$ cat config.mk
export PLATFORM = sky130hd
export DESIGN_NAME = memory_block_select_decoder
export DESIGN_NICKNAME = d
export VERILOG_FILES = /design/src/memory_block_select_decoder_pkg.sv /design/src/port_a_unit.sv /design/src/memory_block_select_decoder.sv
export VERILOG_INCLUDE_DIRS = /design/src
export SDC_FILE = /design/constraint.sdc
export NUM_CORES = 1
export LEC_CHECK = 0
export BUFFER_PORTS_ARGS = -buffer_cell sky130_fd_sc_hd__buf_2
export CAP_MARGIN = 20
export CORE_MARGIN = 2
export CORE_UTILIZATION = 39
export CTS_BUF_LIST = sky130_fd_sc_hd__clkbuf_8
export CTS_CLUSTER_SIZE = 40
export DETAILED_ROUTE_END_ITERATION = 10
export GPL_ROUTABILITY_DRIVEN = 0
export GPL_TIMING_DRIVEN = 0
export MAX_ROUTING_LAYER = met4
export PLACE_DENSITY = 0.62
export RECOVER_POWER = 100
export SLEW_MARGIN = 15
export SYNTH_ARGS = -nofsm -noshare
export SYNTH_HDL_FRONTEND = slang
export SYNTH_SLANG_ARGS = --single-unit
$ cat constraint.sdc
create_clock -name i_clock -period 11.4 [get_ports i_clock]
set_clock_uncertainty 0.15 [all_clocks]
set_input_delay 3.42 -clock i_clock [delete_from_list [all_inputs] [get_ports i_clock]]
set_output_delay 3.42 -clock i_clock [all_outputs]
set_load 0.02 [all_outputs]
$ cat src/memory_block_select_decoder_params.svh
// Address map, field positions and reset values for the block select decoder
`ifndef MEMORY_BLOCK_SELECT_DECODER_PARAMS_SVH
`define MEMORY_BLOCK_SELECT_DECODER_PARAMS_SVH

`define LOW_SPACE_MSB 12
`define BLOCK_FIELD_MSB 12
`define BLOCK_FIELD_LSB 10
`define PORT_A_PIN_DATA_OFFSET 13'h1700
`define PORT_A_DIRECTION_OFFSET 13'h1701
`define PORT_A_DATA_RESET 8'h00
`define PORT_A_DIRECTION_RESET 8'h00
`define SELECT_ALL_OFF 8'hff
`define READ_DATA_RESET 8'h00
`define DISPLAY_ADDR_RESET 16'h0000

`endif

$ cat src/memory_block_select_decoder_pkg.sv
// Types used by the block select decoder for read data and monitor state
package memory_block_select_decoder_pkg;

  typedef logic [7:0] data_byte_t;

  typedef enum logic [1:0] {
    MON_IDLE = 2'b00,
    MON_RUN = 2'b01,
    MON_STEP_FIRST = 2'b10,
    MON_STEP_NEXT = 2'b11
  } monitor_state_t;

endpackage

$ cat src/port_a_unit.sv
// Memory-mapped port A: data and direction registers with pin synchronisers
`timescale 1ns/1ps
`default_nettype none
`include "memory_block_select_decoder_params.svh"

module port_a_unit (
  input wire logic i_clock,
  input wire logic i_rst,
  input wire logic i_data_write,
  input wire logic i_direction_write,
  input wire logic [7:0] i_wr_data,
  input wire logic [7:0] i_pin,
  output logic [7:0] o_pin_level,
  output logic [7:0] o_direction,
  output logic [7:0] o_pin_out,
  output logic [7:0] o_pin_oe
);

  logic [7:0] sync1_reg;
  logic [7:0] sync2_reg;
  logic [7:0] sync3_reg;
  logic [7:0] level_reg;
  logic [7:0] data_reg;
  logic [7:0] direction_reg;
  logic [7:0] data_next;

  // Written bits land only on output pins; input bits keep their old value
  assign data_next = (i_wr_data & direction_reg) | (data_reg & ~direction_reg);

  // Three-stage pin capture; a bit changes once stages two and three agree
  always_ff @(posedge i_clock or posedge i_rst) begin
    if (i_rst) begin
      sync1_reg <= 8'h00;
      sync2_reg <= 8'h00;
      sync3_reg <= 8'h00;
    end else begin
      sync1_reg <= i_pin;
      sync2_reg <= sync1_reg;
      sync3_reg <= sync2_reg;
    end
  end

  // Per-bit agreement filter
  genvar b;
  generate
    for (b = 0; b < 8; b = b + 1) begin : g_filter
      always_ff @(posedge i_clock or posedge i_rst) begin
        if (i_rst) begin
          level_reg[b] <= 1'b0;
        end else if (sync2_reg[b] == sync3_reg[b]) begin
          level_reg[b] <= sync3_reg[b];
        end
      end
    end
  endgenerate

  // Data and direction registers, one bit per pin
  always_ff @(posedge i_clock or posedge i_rst) begin
    if (i_rst) begin
      data_reg <= `PORT_A_DATA_RESET;
      direction_reg <= `PORT_A_DIRECTION_RESET;
    end else begin
      if (i_data_write) begin
        data_reg <= data_next;
      end
      if (i_direction_write) begin
        direction_reg <= i_wr_data;
      end
    end
  end

  assign o_pin_level = level_reg;
  assign o_direction = direction_reg;
  assign o_pin_out = data_reg;
  assign o_pin_oe = direction_reg;
endmodule
`default_nettype wire

$ cat src/memory_block_select_decoder.sv
// Low-space block select decoder with port A and monitor step and stop control
`timescale 1ns/1ps
`default_nettype none
`include "memory_block_select_decoder_params.svh"

module memory_block_select_decoder (
  input wire logic i_clock,
  input wire logic i_rst,
  input wire logic [15:0] i_addr,
  input wire logic [7:0] i_wr_data,
  input wire logic [7:0] i_bus_data,
  input wire logic i_read,
  input wire logic i_write,
  input wire logic i_decoder_enable_n,
  input wire logic [7:0] i_port_a_pin,
  input wire logic i_single_step_switch,
  input wire logic i_stop_key,
  input wire logic i_go,
  input wire logic i_opcode_fetch,
  output logic [7:0] o_block_select_n,
  output logic [7:0] o_rd_data,
  output logic [7:0] o_port_a_out,
  output logic [7:0] o_port_a_oe,
  output logic o_user_running,
  output logic o_monitor_return,
  output logic [15:0] o_display_addr,
  output logic [7:0] o_display_data
);

  memory_block_select_decoder_pkg::monitor_state_t state_reg;
  memory_block_select_decoder_pkg::monitor_state_t state_next;
  memory_block_select_decoder_pkg::data_byte_t rd_data_next;
  logic [7:0] select_n_reg;
  logic [7:0] select_n_next;
  logic [7:0] rd_data_reg;
  logic [15:0] display_addr_reg;
  logic [7:0] display_data_reg;
  logic monitor_return_reg;
  logic user_running_reg;
  logic [1:0] key_sync1_reg;
  logic [1:0] key_sync2_reg;
  logic [1:0] key_sync3_reg;
  logic [1:0] key_level_reg;
  logic stop_level_prev_reg;
  logic stop_pending_reg;
  logic decoder_enabled;
  logic [2:0] block_index;
  logic [12:0] low_addr;
  logic port_data_hit;
  logic port_direction_hit;
  logic stop_press;
  logic halt_now;
  logic step_switch_on;
  logic [7:0] pin_level;
  logic [7:0] direction;

  // Low decoder: high address bits never reach it, only the enable does
  assign decoder_enabled = ~i_decoder_enable_n;
  assign block_index = i_addr[`BLOCK_FIELD_MSB:`BLOCK_FIELD_LSB];
  assign low_addr = i_addr[`LOW_SPACE_MSB:0];

  // Active-low one-hot selects, all high while disabled
  genvar k;
  generate
    for (k = 0; k < 8; k = k + 1) begin : g_select
      assign select_n_next[k] = ~(decoder_enabled && (block_index == 3'(k)));
    end
  endgenerate

  // Port registers are plain memory locations inside block five
  assign port_data_hit = decoder_enabled && (low_addr == `PORT_A_PIN_DATA_OFFSET);
  assign port_direction_hit = decoder_enabled && (low_addr == `PORT_A_DIRECTION_OFFSET);

  // Read mux: pins for the data register, the direction register, else zero
  assign rd_data_next = port_data_hit ? pin_level :
                        (port_direction_hit ? direction : `READ_DATA_RESET);

  // Select outputs and read data are registered
  always_ff @(posedge i_clock or posedge i_rst) begin
    if (i_rst) begin
      select_n_reg <= `SELECT_ALL_OFF;
      rd_data_reg <= `READ_DATA_RESET;
    end else begin
      select_n_reg <= select_n_next;
      if (i_read) begin
        rd_data_reg <= rd_data_next;
      end
    end
  end

  port_a_unit port_a_unit_inst (
    .i_clock(i_clock),
    .i_rst(i_rst),
    .i_data_write(i_write && port_data_hit),
    .i_direction_write(i_write && port_direction_hit),
    .i_wr_data(i_wr_data),
    .i_pin(i_port_a_pin),
    .o_pin_level(pin_level),
    .o_direction(direction),
    .o_pin_out(o_port_a_out),
    .o_pin_oe(o_port_a_oe)
  );

  // Switch and stop key: three stages, change accepted when two and three agree
  always_ff @(posedge i_clock or posedge i_rst) begin
    if (i_rst) begin
      key_sync1_reg <= 2'h0;
      key_sync2_reg <= 2'h0;
      key_sync3_reg <= 2'h0;
    end else begin
      key_sync1_reg <= {i_stop_key, i_single_step_switch};
      key_sync2_reg <= key_sync1_reg;
      key_sync3_reg <= key_sync2_reg;
    end
  end

  generate
    for (k = 0; k < 2; k = k + 1) begin : g_key_filter
      always_ff @(posedge i_clock or posedge i_rst) begin
        if (i_rst) begin
          key_level_reg[k] <= 1'b0;
        end else if (key_sync2_reg[k] == key_sync3_reg[k]) begin
          key_level_reg[k] <= key_sync3_reg[k];
        end
      end
    end
  endgenerate

  assign step_switch_on = key_level_reg[0];
  assign stop_press = key_level_reg[1] && !stop_level_prev_reg;

  // Halt at the next opcode fetch: stop pending in run, or second fetch of a step
  assign halt_now = i_opcode_fetch &&
                    (((state_reg == memory_block_select_decoder_pkg::MON_RUN) &&
                      stop_pending_reg) ||
                     (state_reg == memory_block_select_decoder_pkg::MON_STEP_NEXT));

  // Monitor control sequence
  always_comb begin
    state_next = state_reg;
    unique case (state_reg)
      memory_block_select_decoder_pkg::MON_IDLE: begin
        if (i_go) begin
          state_next = step_switch_on ? memory_block_select_decoder_pkg::MON_STEP_FIRST
                                      : memory_block_select_decoder_pkg::MON_RUN;
        end
      end
      memory_block_select_decoder_pkg::MON_RUN: begin
        if (halt_now) begin
          state_next = memory_block_select_decoder_pkg::MON_IDLE;
        end
      end
      memory_block_select_decoder_pkg::MON_STEP_FIRST: begin
        if (i_opcode_fetch) begin
          state_next = memory_block_select_decoder_pkg::MON_STEP_NEXT;
        end
      end
      memory_block_select_decoder_pkg::MON_STEP_NEXT: begin
        if (halt_now) begin
          state_next = memory_block_select_decoder_pkg::MON_IDLE;
        end
      end
    endcase
  end

  // State, pending stop and captured display values
  always_ff @(posedge i_clock or posedge i_rst) begin
    if (i_rst) begin
      state_reg <= memory_block_select_decoder_pkg::MON_IDLE;
      stop_level_prev_reg <= 1'b0;
      stop_pending_reg <= 1'b0;
      monitor_return_reg <= 1'b0;
      user_running_reg <= 1'b0;
      display_addr_reg <= `DISPLAY_ADDR_RESET;
      display_data_reg <= `READ_DATA_RESET;
    end else begin
      state_reg <= state_next;
      stop_level_prev_reg <= key_level_reg[1];
      // A press in the halting cycle wins over the clear, but the flag drops a cycle later once out of run
      if (stop_press && (state_reg == memory_block_select_decoder_pkg::MON_RUN)) begin
        stop_pending_reg <= 1'b1;
      end else if (state_reg != memory_block_select_decoder_pkg::MON_RUN) begin
        stop_pending_reg <= 1'b0;
      end else if (halt_now) begin
        stop_pending_reg <= 1'b0;
      end
      monitor_return_reg <= halt_now;
      // Running flag is registered so the output comes straight from a flop
      user_running_reg <= (state_next != memory_block_select_decoder_pkg::MON_IDLE);
      if (halt_now) begin
        display_addr_reg <= i_addr;
        display_data_reg <= i_bus_data;
      end
    end
  end

  assign o_block_select_n = select_n_reg;
  assign o_rd_data = rd_data_reg;
  assign o_user_running = user_running_reg;
  assign o_monitor_return = monitor_return_reg;
  assign o_display_addr = display_addr_reg;
  assign o_display_data = display_data_reg;
endmodule
`default_nettype wire

==> results of run 1 <==
power breakdown:
| group | switching [W] | internal, W |
|---|---|---|
| combinational | 0.000128 | 0.0000694 |
| sequential | 0.0000292 | 0.000421 |
| clock | 0.000127 | 0.0000935 |
| total | 0.000284 | 0.000584 |
per-stage QoR:
step,cell area (sq um),setup WS [ns]
floorplan,3610,5.17
global placement,4280,4.06
detailed placement,4310,5.83
CTS,4500,6.22
global route,4360,4.97
finish,4360,5.30
kinds of logic (layout without fill, tap and decap cells):
family | after synthesis | after routing | synth area share [%]
mux | 37 | 37 | 12.0
simple gates | 70 | 70 | 10.0
compound gates | 14 | 14 | 2.36
flops | 102 | 102 | 71.0
fa+ha+maj | 10 | 10 | 2.77
buf+inv | 18 | 140 | 1.91
routing by layer:
layer	share of wire (%)	vias up	GRT usage, %
li1	-	1074	-
met2	46	54	21.5
met5	0	-	-
met1	48	1084	21.5
met4	2.3	0	7.06
met3	3.8	13	3.34
layout make-up:
class	instances	area, sq um
plain buffers	6	23.8
inverters	12	46.3
fillers	864	4750
repair buffers	106	475
well taps	111	139
clock buffers	11	151
multi-input cells	131	923
flip-flops and latches	102	2560
clock inverters	5	38.8
worst paths after layout:
| check | cells after the start | end | slack, ns |
|---|---|---|---|
| setup / recovery | 5 | register | 5.30 |
| hold / removal | 0 | key_sync2_reg[1] | 0.20 |
| setup reg to reg | 5 | o_display_data[3] | 9.06 |
| hold reg to reg | 0 | key_sync2_reg[1] | 0.20 |
| max in group asynchronous | 3 | o_block_select_n[2] | 7.11 |
| min in group asynchronous | 2 | o_rd_data[7] | 3.08 |
layout by cell type (no fill, tap or decap), types with 2 or more instances in the layout:
cell type   n
nand2_1    51
clkbuf_1   67
buf_2      44
mux2i_1     8
nor2b_1     4
inv_1      11
maj3_1     10
inv_6       3
mux2_1      7
dfstp_2     8
nand3_1     3
o22ai_1     8
mux2_2     21
o21ai_0     2
clkbuf_8   11
nor2_1      3
dfrtp_1    94
a21oi_1     2
critical path, delay by kind of cell:
family | cells | cell delay, ns
muxes | 1 | 0.37
buffers and inverters | 1 | 0.10
and+or+nand+nor | 3 | 2.31
==> flow_summary.yaml, run 1 <==
status:
  status: "finished, violations left"
  violations: "capacitance limit, slew limit"
global_routing:
  grt_max_degree: 82
  grt_pass1_vias: 2211
  grt_first_pass_wirelength_microns: 11400
  antenna_found_initial: 0
  track_usage_pct: 15.4
  grt_overflow_total: 0
synth:
  synth-edff-count: 0
  syn_area_sq_um: 3610
  ys_seq_elements: 102
  synth_top_area_cell: "dfrtp_1"
  ys_top_cells_by_area: "dfrtp_1 65%, mux2_2 6.5%, dfstp_2 5.8%, nand2_1 5.3%, mux2_4 2.9%"
  yosysWarnings: 0
  syn_nets: 300
  synth.most_common_cell: "dfrtp_1"
  yosys.area.top_type_share_pct: 65.1
  ys.flop_type: "dfrtp_1"
  synth.yosys.seq_area_share_pct: 71.0
  ys_types: 27
  synth_common_cells: "94 x dfrtp_1, 51 x nand2_1, 21 x mux2_2"
  syn_avg_cell_area_sq_um: 14.4
  async_flop_share_pct: 100
  syn_inst: 251
route:
  via_count: 2225
  drcViolationCount: 0
  ant_nets: 0
  drt-total-wl_microns: 6980
  drtPass1Iterations: 4
  dr.first_iter.drc_count: 58
  via_per_inst: 4.60
  wl_per_cell_microns: 14.4
cells_and_area:
  final_layout_size_suffix_gt1_share_pct: 25.5
  fin_cells: 484
  areaGrowthSynthToFinish_pct: 20.8
  largest_reg_flops: 16
  antennaDiodeCount: 0
  layout.nets: 417
  postLayoutCoreUtil_pct: 47.9
worst_setup_path:
  reg2reg_from: "state_reg[1]"
  cpMaxStageDelayCell: "nor4_1"
  cp.arrival_ns: 6.19
  criticalPathCategory: "primary input to register"
  cp-startpoint: "i_addr[7]"
  start_kind: "primary input"
  crit_required_ns: 11.50
  path_cells: "buf_2 -> or4_1 -> nor4_1 -> nand2_1 -> mux2_1"
  crit_fanout: 8
  critPathCaptureType: "register"
  critical_path.max_stage_delay_ns: 1.54
clocking:
  post-cts-setup-buffers: 0
  cts.htree.levels: 3
  tritoncts: "built"
  clock_sinks: 102
  cts.hold.buffers_added: 0
  cts_buffers: 9
  clock_latency_ns: 0.36
  clockBufferDepth: 2
  ctsResizeCount: 0
  clkTransAtPathRegs_ns: 0.10
  root_buffer: "clkbuf_8"
timing:
  tns_ns: 0
  relSlewSlack_pct: -26.3
  max_clock_freq_mhz: 164
  final_max_slew_viol_count: 9
  hold_slack_ns: 0.195
  rsz0062_at_grt: "no"
  final.period_utilization_pct: 53.5
  setup_viol: 0
  final_hold_viol_count: 0
  tightest_slew_ns: 1.88
  post-route-min-period_ns: 6.10
floorplanning:
  dieHeight_microns: 100
  die_area_sq_um: 10000
  rows: 35
  pin_count: 107
  coreArea_sq_um: 9110
  dieWidth_microns: 100
  initial_core_util_pct: 39.6
pwr:
  vdd_drop_max_uv: 94.1
  powerDensity_nw_per_um2: 199
  finalPower_w: 0.000868
  p_leak_nw: 2.02
placement:
  dpl.cell_count: 468
  portBuffers: 105
  dpl.hpwl_microns: 4830
run:
  drv_cap: 1
min_path:
  hold_class: "register to register"
  worstHoldStart: "key_sync1_reg[1]"
(Power assumes the default switching activity.)
==> inputs of run 2 (changes only) <==
==> constraint.sdc (replaced) <==
create_clock -name i_clock -period 6.15 [get_ports i_clock]
set_clock_uncertainty 0.15 [all_clocks]
set_input_delay 1.845 -clock i_clock [delete_from_list [all_inputs] [get_ports i_clock]]
set_output_delay 1.845 -clock i_clock [all_outputs]
set_load 0.02 [all_outputs]
==> run 2 against run 1 <==
Net effect: the flow still finishes with violations (capacitance limit, slew limit); design area is 0.52% lower; combinational power is 85% higher; die area stayed put; routed wire length stayed put; non-clock buffer count stayed put; clock power is 85% higher; first-iteration DRC count stayed put; flip-flop and latch count stayed put; register-to-register slack worse by 5.3 ns; global-route usage stayed put.
==> flow_summary.yaml, run 2 (same netlist as run 1, synthesis figures left out) <==
worst_setup_path:
  crit_fanout: 8
  cp.arrival_ns: 4.62
  start_kind: "primary input"
  reg2reg_depth: 5
  path_cells: "buf_2 -> or4_1 -> nor4_1 -> nand2_1 -> mux2_1"
  critPathCaptureType: "register"
  critical_path.max_stage_delay_ns: 1.54
  cpMaxStageDelayCell: "nor4_1"
  criticalPathCategory: "primary input to register"
  crit_required_ns: 6.25
floorplanning:
  dieHeight_microns: 100
  dieWidth_microns: 100
  die_area_sq_um: 10000
  rows: 35
  pin_count: 107
  initial_core_util_pct: 39.6
  coreArea_sq_um: 9110
timing:
  setup_viol: 0
  tns_ns: 0
  post-route-min-period_ns: 4.52
  tightest_slew_ns: 1.96
  max_clock_freq_mhz: 221
  final_max_slew_viol_count: 91
  final_hold_viol_count: 0
  relSlewSlack_pct: -30.5
  hold_slack_ns: 0.195
  rsz0062_at_grt: "no"
  final.period_utilization_pct: 73.6
  setup_ws_ns: 1.63
cells_and_area:
  layout_commonest_cell: "dfrtp_1"
  antennaDiodeCount: 0
  areaGrowthSynthToFinish_pct: 20.1
  largest_reg_flops: 16
  layout.nets: 417
  final_layout_size_suffix_gt1_share_pct: 25.5
  layout_common_cells: "94 x dfrtp_1, 67 x clkbuf_1, 51 x nand2_1"
clocking:
  ctsResizeCount: 0
  post-cts-setup-buffers: 0
  cts.hold.buffers_added: 0
  clock_sinks: 102
  tritoncts: "built"
  clkTransAtPathRegs_ns: 0.10
  root_buffer: "clkbuf_8"
  clockBufferDepth: 2
  clock_latency_ns: 0.36
  cts_buffers: 9
  cts.htree.levels: 3
route:
  via_count: 2226
  via_per_inst: 4.60
  wl_per_cell_microns: 14.4
  drcViolationCount: 0
  drt-total-wl_microns: 6980
  dr.first_iter.drc_count: 58
  ant_nets: 0
  drtPass1Iterations: 4
pwr:
  clkPwrFrac_pct: 25.5
  p_leak_nw: 2.01
  pwr-share-seq_pct: 51.9
  vdd_drop_max_uv: 174
  switching_power_w: 0.000527
  combPwrFrac_pct: 22.6
  swShare_pct: 32.8
  internal_power_w: 0.00108
  finalPower_w: 0.00161
  powerDensity_nw_per_um2: 370
run:
  drv_cap: 2
placement:
  portBuffers: 105
  dpl_worst_slack_ns: 2.15
  dpl.hpwl_microns: 4830
global_routing:
  grt_max_degree: 82
  grt_first_pass_wirelength_microns: 11400
  antenna_found_initial: 0
  track_usage_pct: 15.4
  grt_pass1_vias: 2211
  grt_overflow_total: 0
min_path:
  hold_class: "register to register"
  whs_path_depth: 0
status:
  violations: "capacitance limit, slew limit"
  status: "finished, violations left"
-- run 2: cell types whose count changed in the layout (fill, tap and decap cells not counted) --
cell      previous run  this run
buf_16               1         0
clkbuf_2             0         1
-- run 2: metrics by stage --
step                      instances  cell area, sq um  util [%]
after CTS                       484              4500      49.4
after floorplan                 251              3610         -
after global routing            484              4340      47.6
after detailed placement        468              4310      47.3
final                           484              4340      47.6
after global placement          467              4280      46.9
-- run 2: area by class of cell --
class | instances | area (sq um)
plain buffers | 6 | 23.8
clock buffers | 11 | 151
clock inverters | 5 | 38.8
fillers | 867 | 4770
inverters | 12 | 46.3
multi-input cells | 131 | 923
flip-flops and latches | 102 | 2560
well taps | 111 | 139
repair buffers | 106 | 453
-- run 2: final timing paths --
| check | start | to | slack, ns |
|---|---|---|---|
| max in group asynchronous | i_rst | port_a_unit_inst.sync3_reg[2] | 2.01 |
| min | key_sync1_reg[1] | key_sync2_reg[1] | 0.20 |
| min in group asynchronous | i_rst | o_rd_data[7] | 1.47 |
| max reg2reg | state_reg[1] | o_display_data[3] | 3.81 |
| min reg2reg | key_sync1_reg[1] | key_sync2_reg[1] | 0.20 |
| max | i_addr[7] | register | 1.63 |
-- run 2: power groups by stage --
stage          clock (W)  sequential [W]  combinational, W
2_1_floorplan          0        0.000944          0.000149
3_5_place_dp           0        0.000845          0.000398
5_1_grt         0.000451        0.000847          0.000398
6_report        0.000409        0.000834          0.000364
3_3_place_gp           0        0.000841          0.000387
4_1_cts         0.000423        0.000833          0.000399
-- run 2: layer usage --
| layer | global-route usage, % | share of wire [%] | wire (microns) | vias up |
|---|---|---|---|---|
| li1 | - | - | - | 1074 |
| met1 | 21.5 | 48 | 3370 | 1085 |
| met2 | 21.5 | 46 | 3180 | 54 |
| met3 | 3.34 | 3.8 | 268 | 13 |
| met4 | 7.06 | 2.3 | 159 | 0 |
| met5 | - | 0 | 0 | - |
-- run 2: worst max-delay path: cells and delay by family --
kind	cells	cell delay, ns
buf+inv	1	0.10
mux	1	0.37
simple gates	3	2.31
==> inputs of run 3 (changes only) <==
--- a/config.mk
+++ b/config.mk
@@ -6,6 +6,7 @@
 export SDC_FILE = /design/constraint.sdc
 export NUM_CORES = 1
 export LEC_CHECK = 0
+export ABC_AREA = 1
 export BUFFER_PORTS_ARGS = -buffer_cell sky130_fd_sc_hd__buf_2
 export CAP_MARGIN = 20
 export CORE_MARGIN = 2
==> constraint.sdc (replaced) <==
create_clock -name i_clock -period 4.65 [get_ports i_clock]
set_clock_uncertainty 0.15 [all_clocks]
set_input_delay 1.395 -clock i_clock [delete_from_list [all_inputs] [get_ports i_clock]]
set_output_delay 1.395 -clock i_clock [all_outputs]
set_load 0.02 [all_outputs]
==> run 3 against run 2 <==
Net effect: the flow still finishes with violations (capacitance limit, slew limit); clock power up 35%; critical path depth up 3; combinational power up 29%; worst hold slack better by 0.0097 ns; core utilization up 0.44 points; via count up 24%; sequential power up 32%; area after synthesis up 6.1%; register-to-register slack worse by 0.99 ns; total power up 32%.
==> flow_summary.yaml, run 3 <==
cells_and_area:
  regArea_sq_um: 2560
  largest_reg_flops: 16
  layout.nets: 531
  final_layout_size_suffix_gt1_share_pct: 16.5
  layout_common_cells: "146 x nand2_1, 94 x dfrtp_1, 68 x clkbuf_1"
  fill_cells: 991
  multi_input_area_sq_um: 1070
  antennaDiodeCount: 0
  areaGrowthSynthToFinish_pct: 20.9
  layout_commonest_cell: "nand2_1"
  postLayoutCoreUtil_pct: 48.1
timing:
  final_hold_viol_count: 0
  rsz0062_at_grt: "no"
  hold_slack_ns: 0.205
  max_clock_freq_mhz: 329
  post-route-min-period_ns: 3.04
  final_max_slew_viol_count: 47
  relSlewSlack_pct: -39.7
  setup_viol: 0
  tightest_slew_ns: 2.08
  final.period_utilization_pct: 65.4
pwr:
  switching_power_w: 0.000710
  clkPwrFrac_pct: 26.0
  swShare_pct: 33.5
  pwr-share-seq_pct: 51.9
  vdd_drop_max_uv: 181
  powerDensity_nw_per_um2: 458
  combPwrFrac_pct: 22.0
  p_leak_nw: 2.29
  internal_power_w: 0.00141
synth:
  ys_seq_elements: 102
  ys_top_cells_by_area: "dfrtp_1 61%, nand2_1 14%, dfstp_2 5.5%, inv_1 3.0%, nand4_1 2.8%"
  synth.yosys.seq_area_share_pct: 66.9
  syn_avg_cell_area_sq_um: 10.5
  yosysWarnings: 0
  syn_area_sq_um: 3830
  syn_inst: 365
  synth.most_common_cell: "nand2_1"
  yosys.area.top_type_share_pct: 61.4
  syn_nets: 414
  synth_common_cells: "146 x nand2_1, 94 x dfrtp_1, 31 x inv_1"
  ys_types: 24
  synth_top_area_cell: "dfrtp_1"
  async_flop_share_pct: 100
  synth-edff-count: 0
  ys.flop_type: "dfrtp_1"
global_routing:
  track_usage_pct: 15.8
  use_met1_pct: 21.3
  grt-busiest-layer: "met2"
  grt_use_met3_pct: 2.64
  grt_pass1_vias: 2599
  grtUsageMet2_pct: 23.2
  grt_overflow_total: 0
  grt_first_pass_wirelength_microns: 12400
  grt_max_degree: 57
  antenna_found_initial: 0
worst_setup_path:
  criticalPathCategory: "primary input to register"
  critPathCaptureType: "register"
  crit_required_ns: 4.75
  crit_fanout: 10
  start_kind: "primary input"
  cp.arrival_ns: 3.15
  reg2reg_depth: 5
clocking:
  clock_latency_ns: 0.36
  root_buffer: "clkbuf_8"
  clkTransAtPathRegs_ns: 0.10
  clock_sinks: 102
  cts_buffers: 9
  cts.hold.buffers_added: 0
  cts.htree.levels: 3
  clockBufferDepth: 2
  ctsResizeCount: 0
  post-cts-setup-buffers: 0
  tritoncts: "built"
route:
  drtPass1Iterations: 4
  via_count: 2768
  drt-total-wl_microns: 7850
  via_per_inst: 4.47
  drcViolationCount: 0
  dr.first_iter.drc_count: 72
  ant_nets: 0
  wl_per_cell_microns: 12.7
floorplanning:
  dieHeight_microns: 103
  dieWidth_microns: 103
  pin_count: 107
  rows: 36
  die_area_sq_um: 10600
  coreArea_sq_um: 9640
  initial_core_util_pct: 39.8
placement:
  dpl.hpwl_microns: 5600
  portBuffers: 105
run:
  drv_cap: 1
status:
  violations: "capacitance limit, slew limit"
  status: "finished, violations left"
min_path:
  hold_class: "register to register"
  whs_path_depth: 0
run 3: cell count changes in the layout (fill, tap and decap cells not counted), moves of 9 or more:
cell / delta
inv_1: +20
nand2_1: +95
nand4_1: +18
mux2_2: -21
nand3_1: +9
run 3: critical path, stage by stage:
cell      delay, ns
clkbuf_1       0.10
inv_1          0.09
nand2_1        0.10
nor2_1         0.18
clkbuf_1       0.47
nand4_1        0.46
o21bai_1       0.28
nand2_1        0.07
run 3: through the flow:
stage	area, sq um	instances	setup TNS (ns)	setup WS [ns]	total power [W]
finish	4630	619	0	1.61	0.00212
global route	4630	619	0	1.48	0.00226
CTS	4750	619	0	2.04	0.00219
detailed placement	4560	604	0	1.88	0.00162
global placement	4520	603	-60.81	-0.651	0.00161
floorplan	3830	365	0	0.443	0.00143
run 3: power by group through the flow:
stage          clock network [W]  registers (W)  logic (W)
2_1_floorplan                  0        0.00124   0.000192
3_3_place_gp                   0        0.00111   0.000496
3_5_place_dp                   0        0.00112   0.000509
4_1_cts                 0.000579        0.00110   0.000510
5_1_grt                 0.000611        0.00112   0.000525
6_report                0.000553        0.00110   0.000468
run 3: layout make-up:
type / count / share of cell area, %
Clock inverter: 6 / 1.51
Buffer: 10 / 0.864
Multi-Input combinational cell: 221 / 23.1
Inverter: 32 / 2.62
Tap cell: 133 / 3.59
Clock buffer: 9 / 2.67
Sequential cell: 102 / 55.3
Timing Repair Buffer: 106 / 10.3
run 3: cells by family (layout without fill, tap and decap cells):
group | count (synthesis) | after routing | synth area share (%)
buffers and inverters | 42 | 163 | 4.54
and+or+nand+nor | 196 | 196 | 23.4
AOI/OAI and AO/OA | 15 | 15 | 2.61
adders and majority gates | 10 | 10 | 2.61
DFF | 102 | 102 | 66.9
run 3: routing by layer:
layer | vias up | part of all wire [%]
met2 | 69 | 47
met3 | 9 | 5.3
met5 | - | 0
met1 | 1306 | 46
met4 | 0 | 1.6
li1 | 1384 | -
run 3: final timing paths:
kind,slack [ns],from,endpoint
worst max register to register,2.82,state_reg[1],o_display_addr[10]
max in group asynchronous,1.97,i_rst,o_display_addr[3]
worst max-delay path,1.61,i_addr[11],register
worst min-delay path,0.20,key_sync1_reg[0],key_sync2_reg[0]
worst min register to register,0.20,key_sync1_reg[0],key_sync2_reg[0]
min in group asynchronous,1.42,i_rst,key_sync3_reg[1]
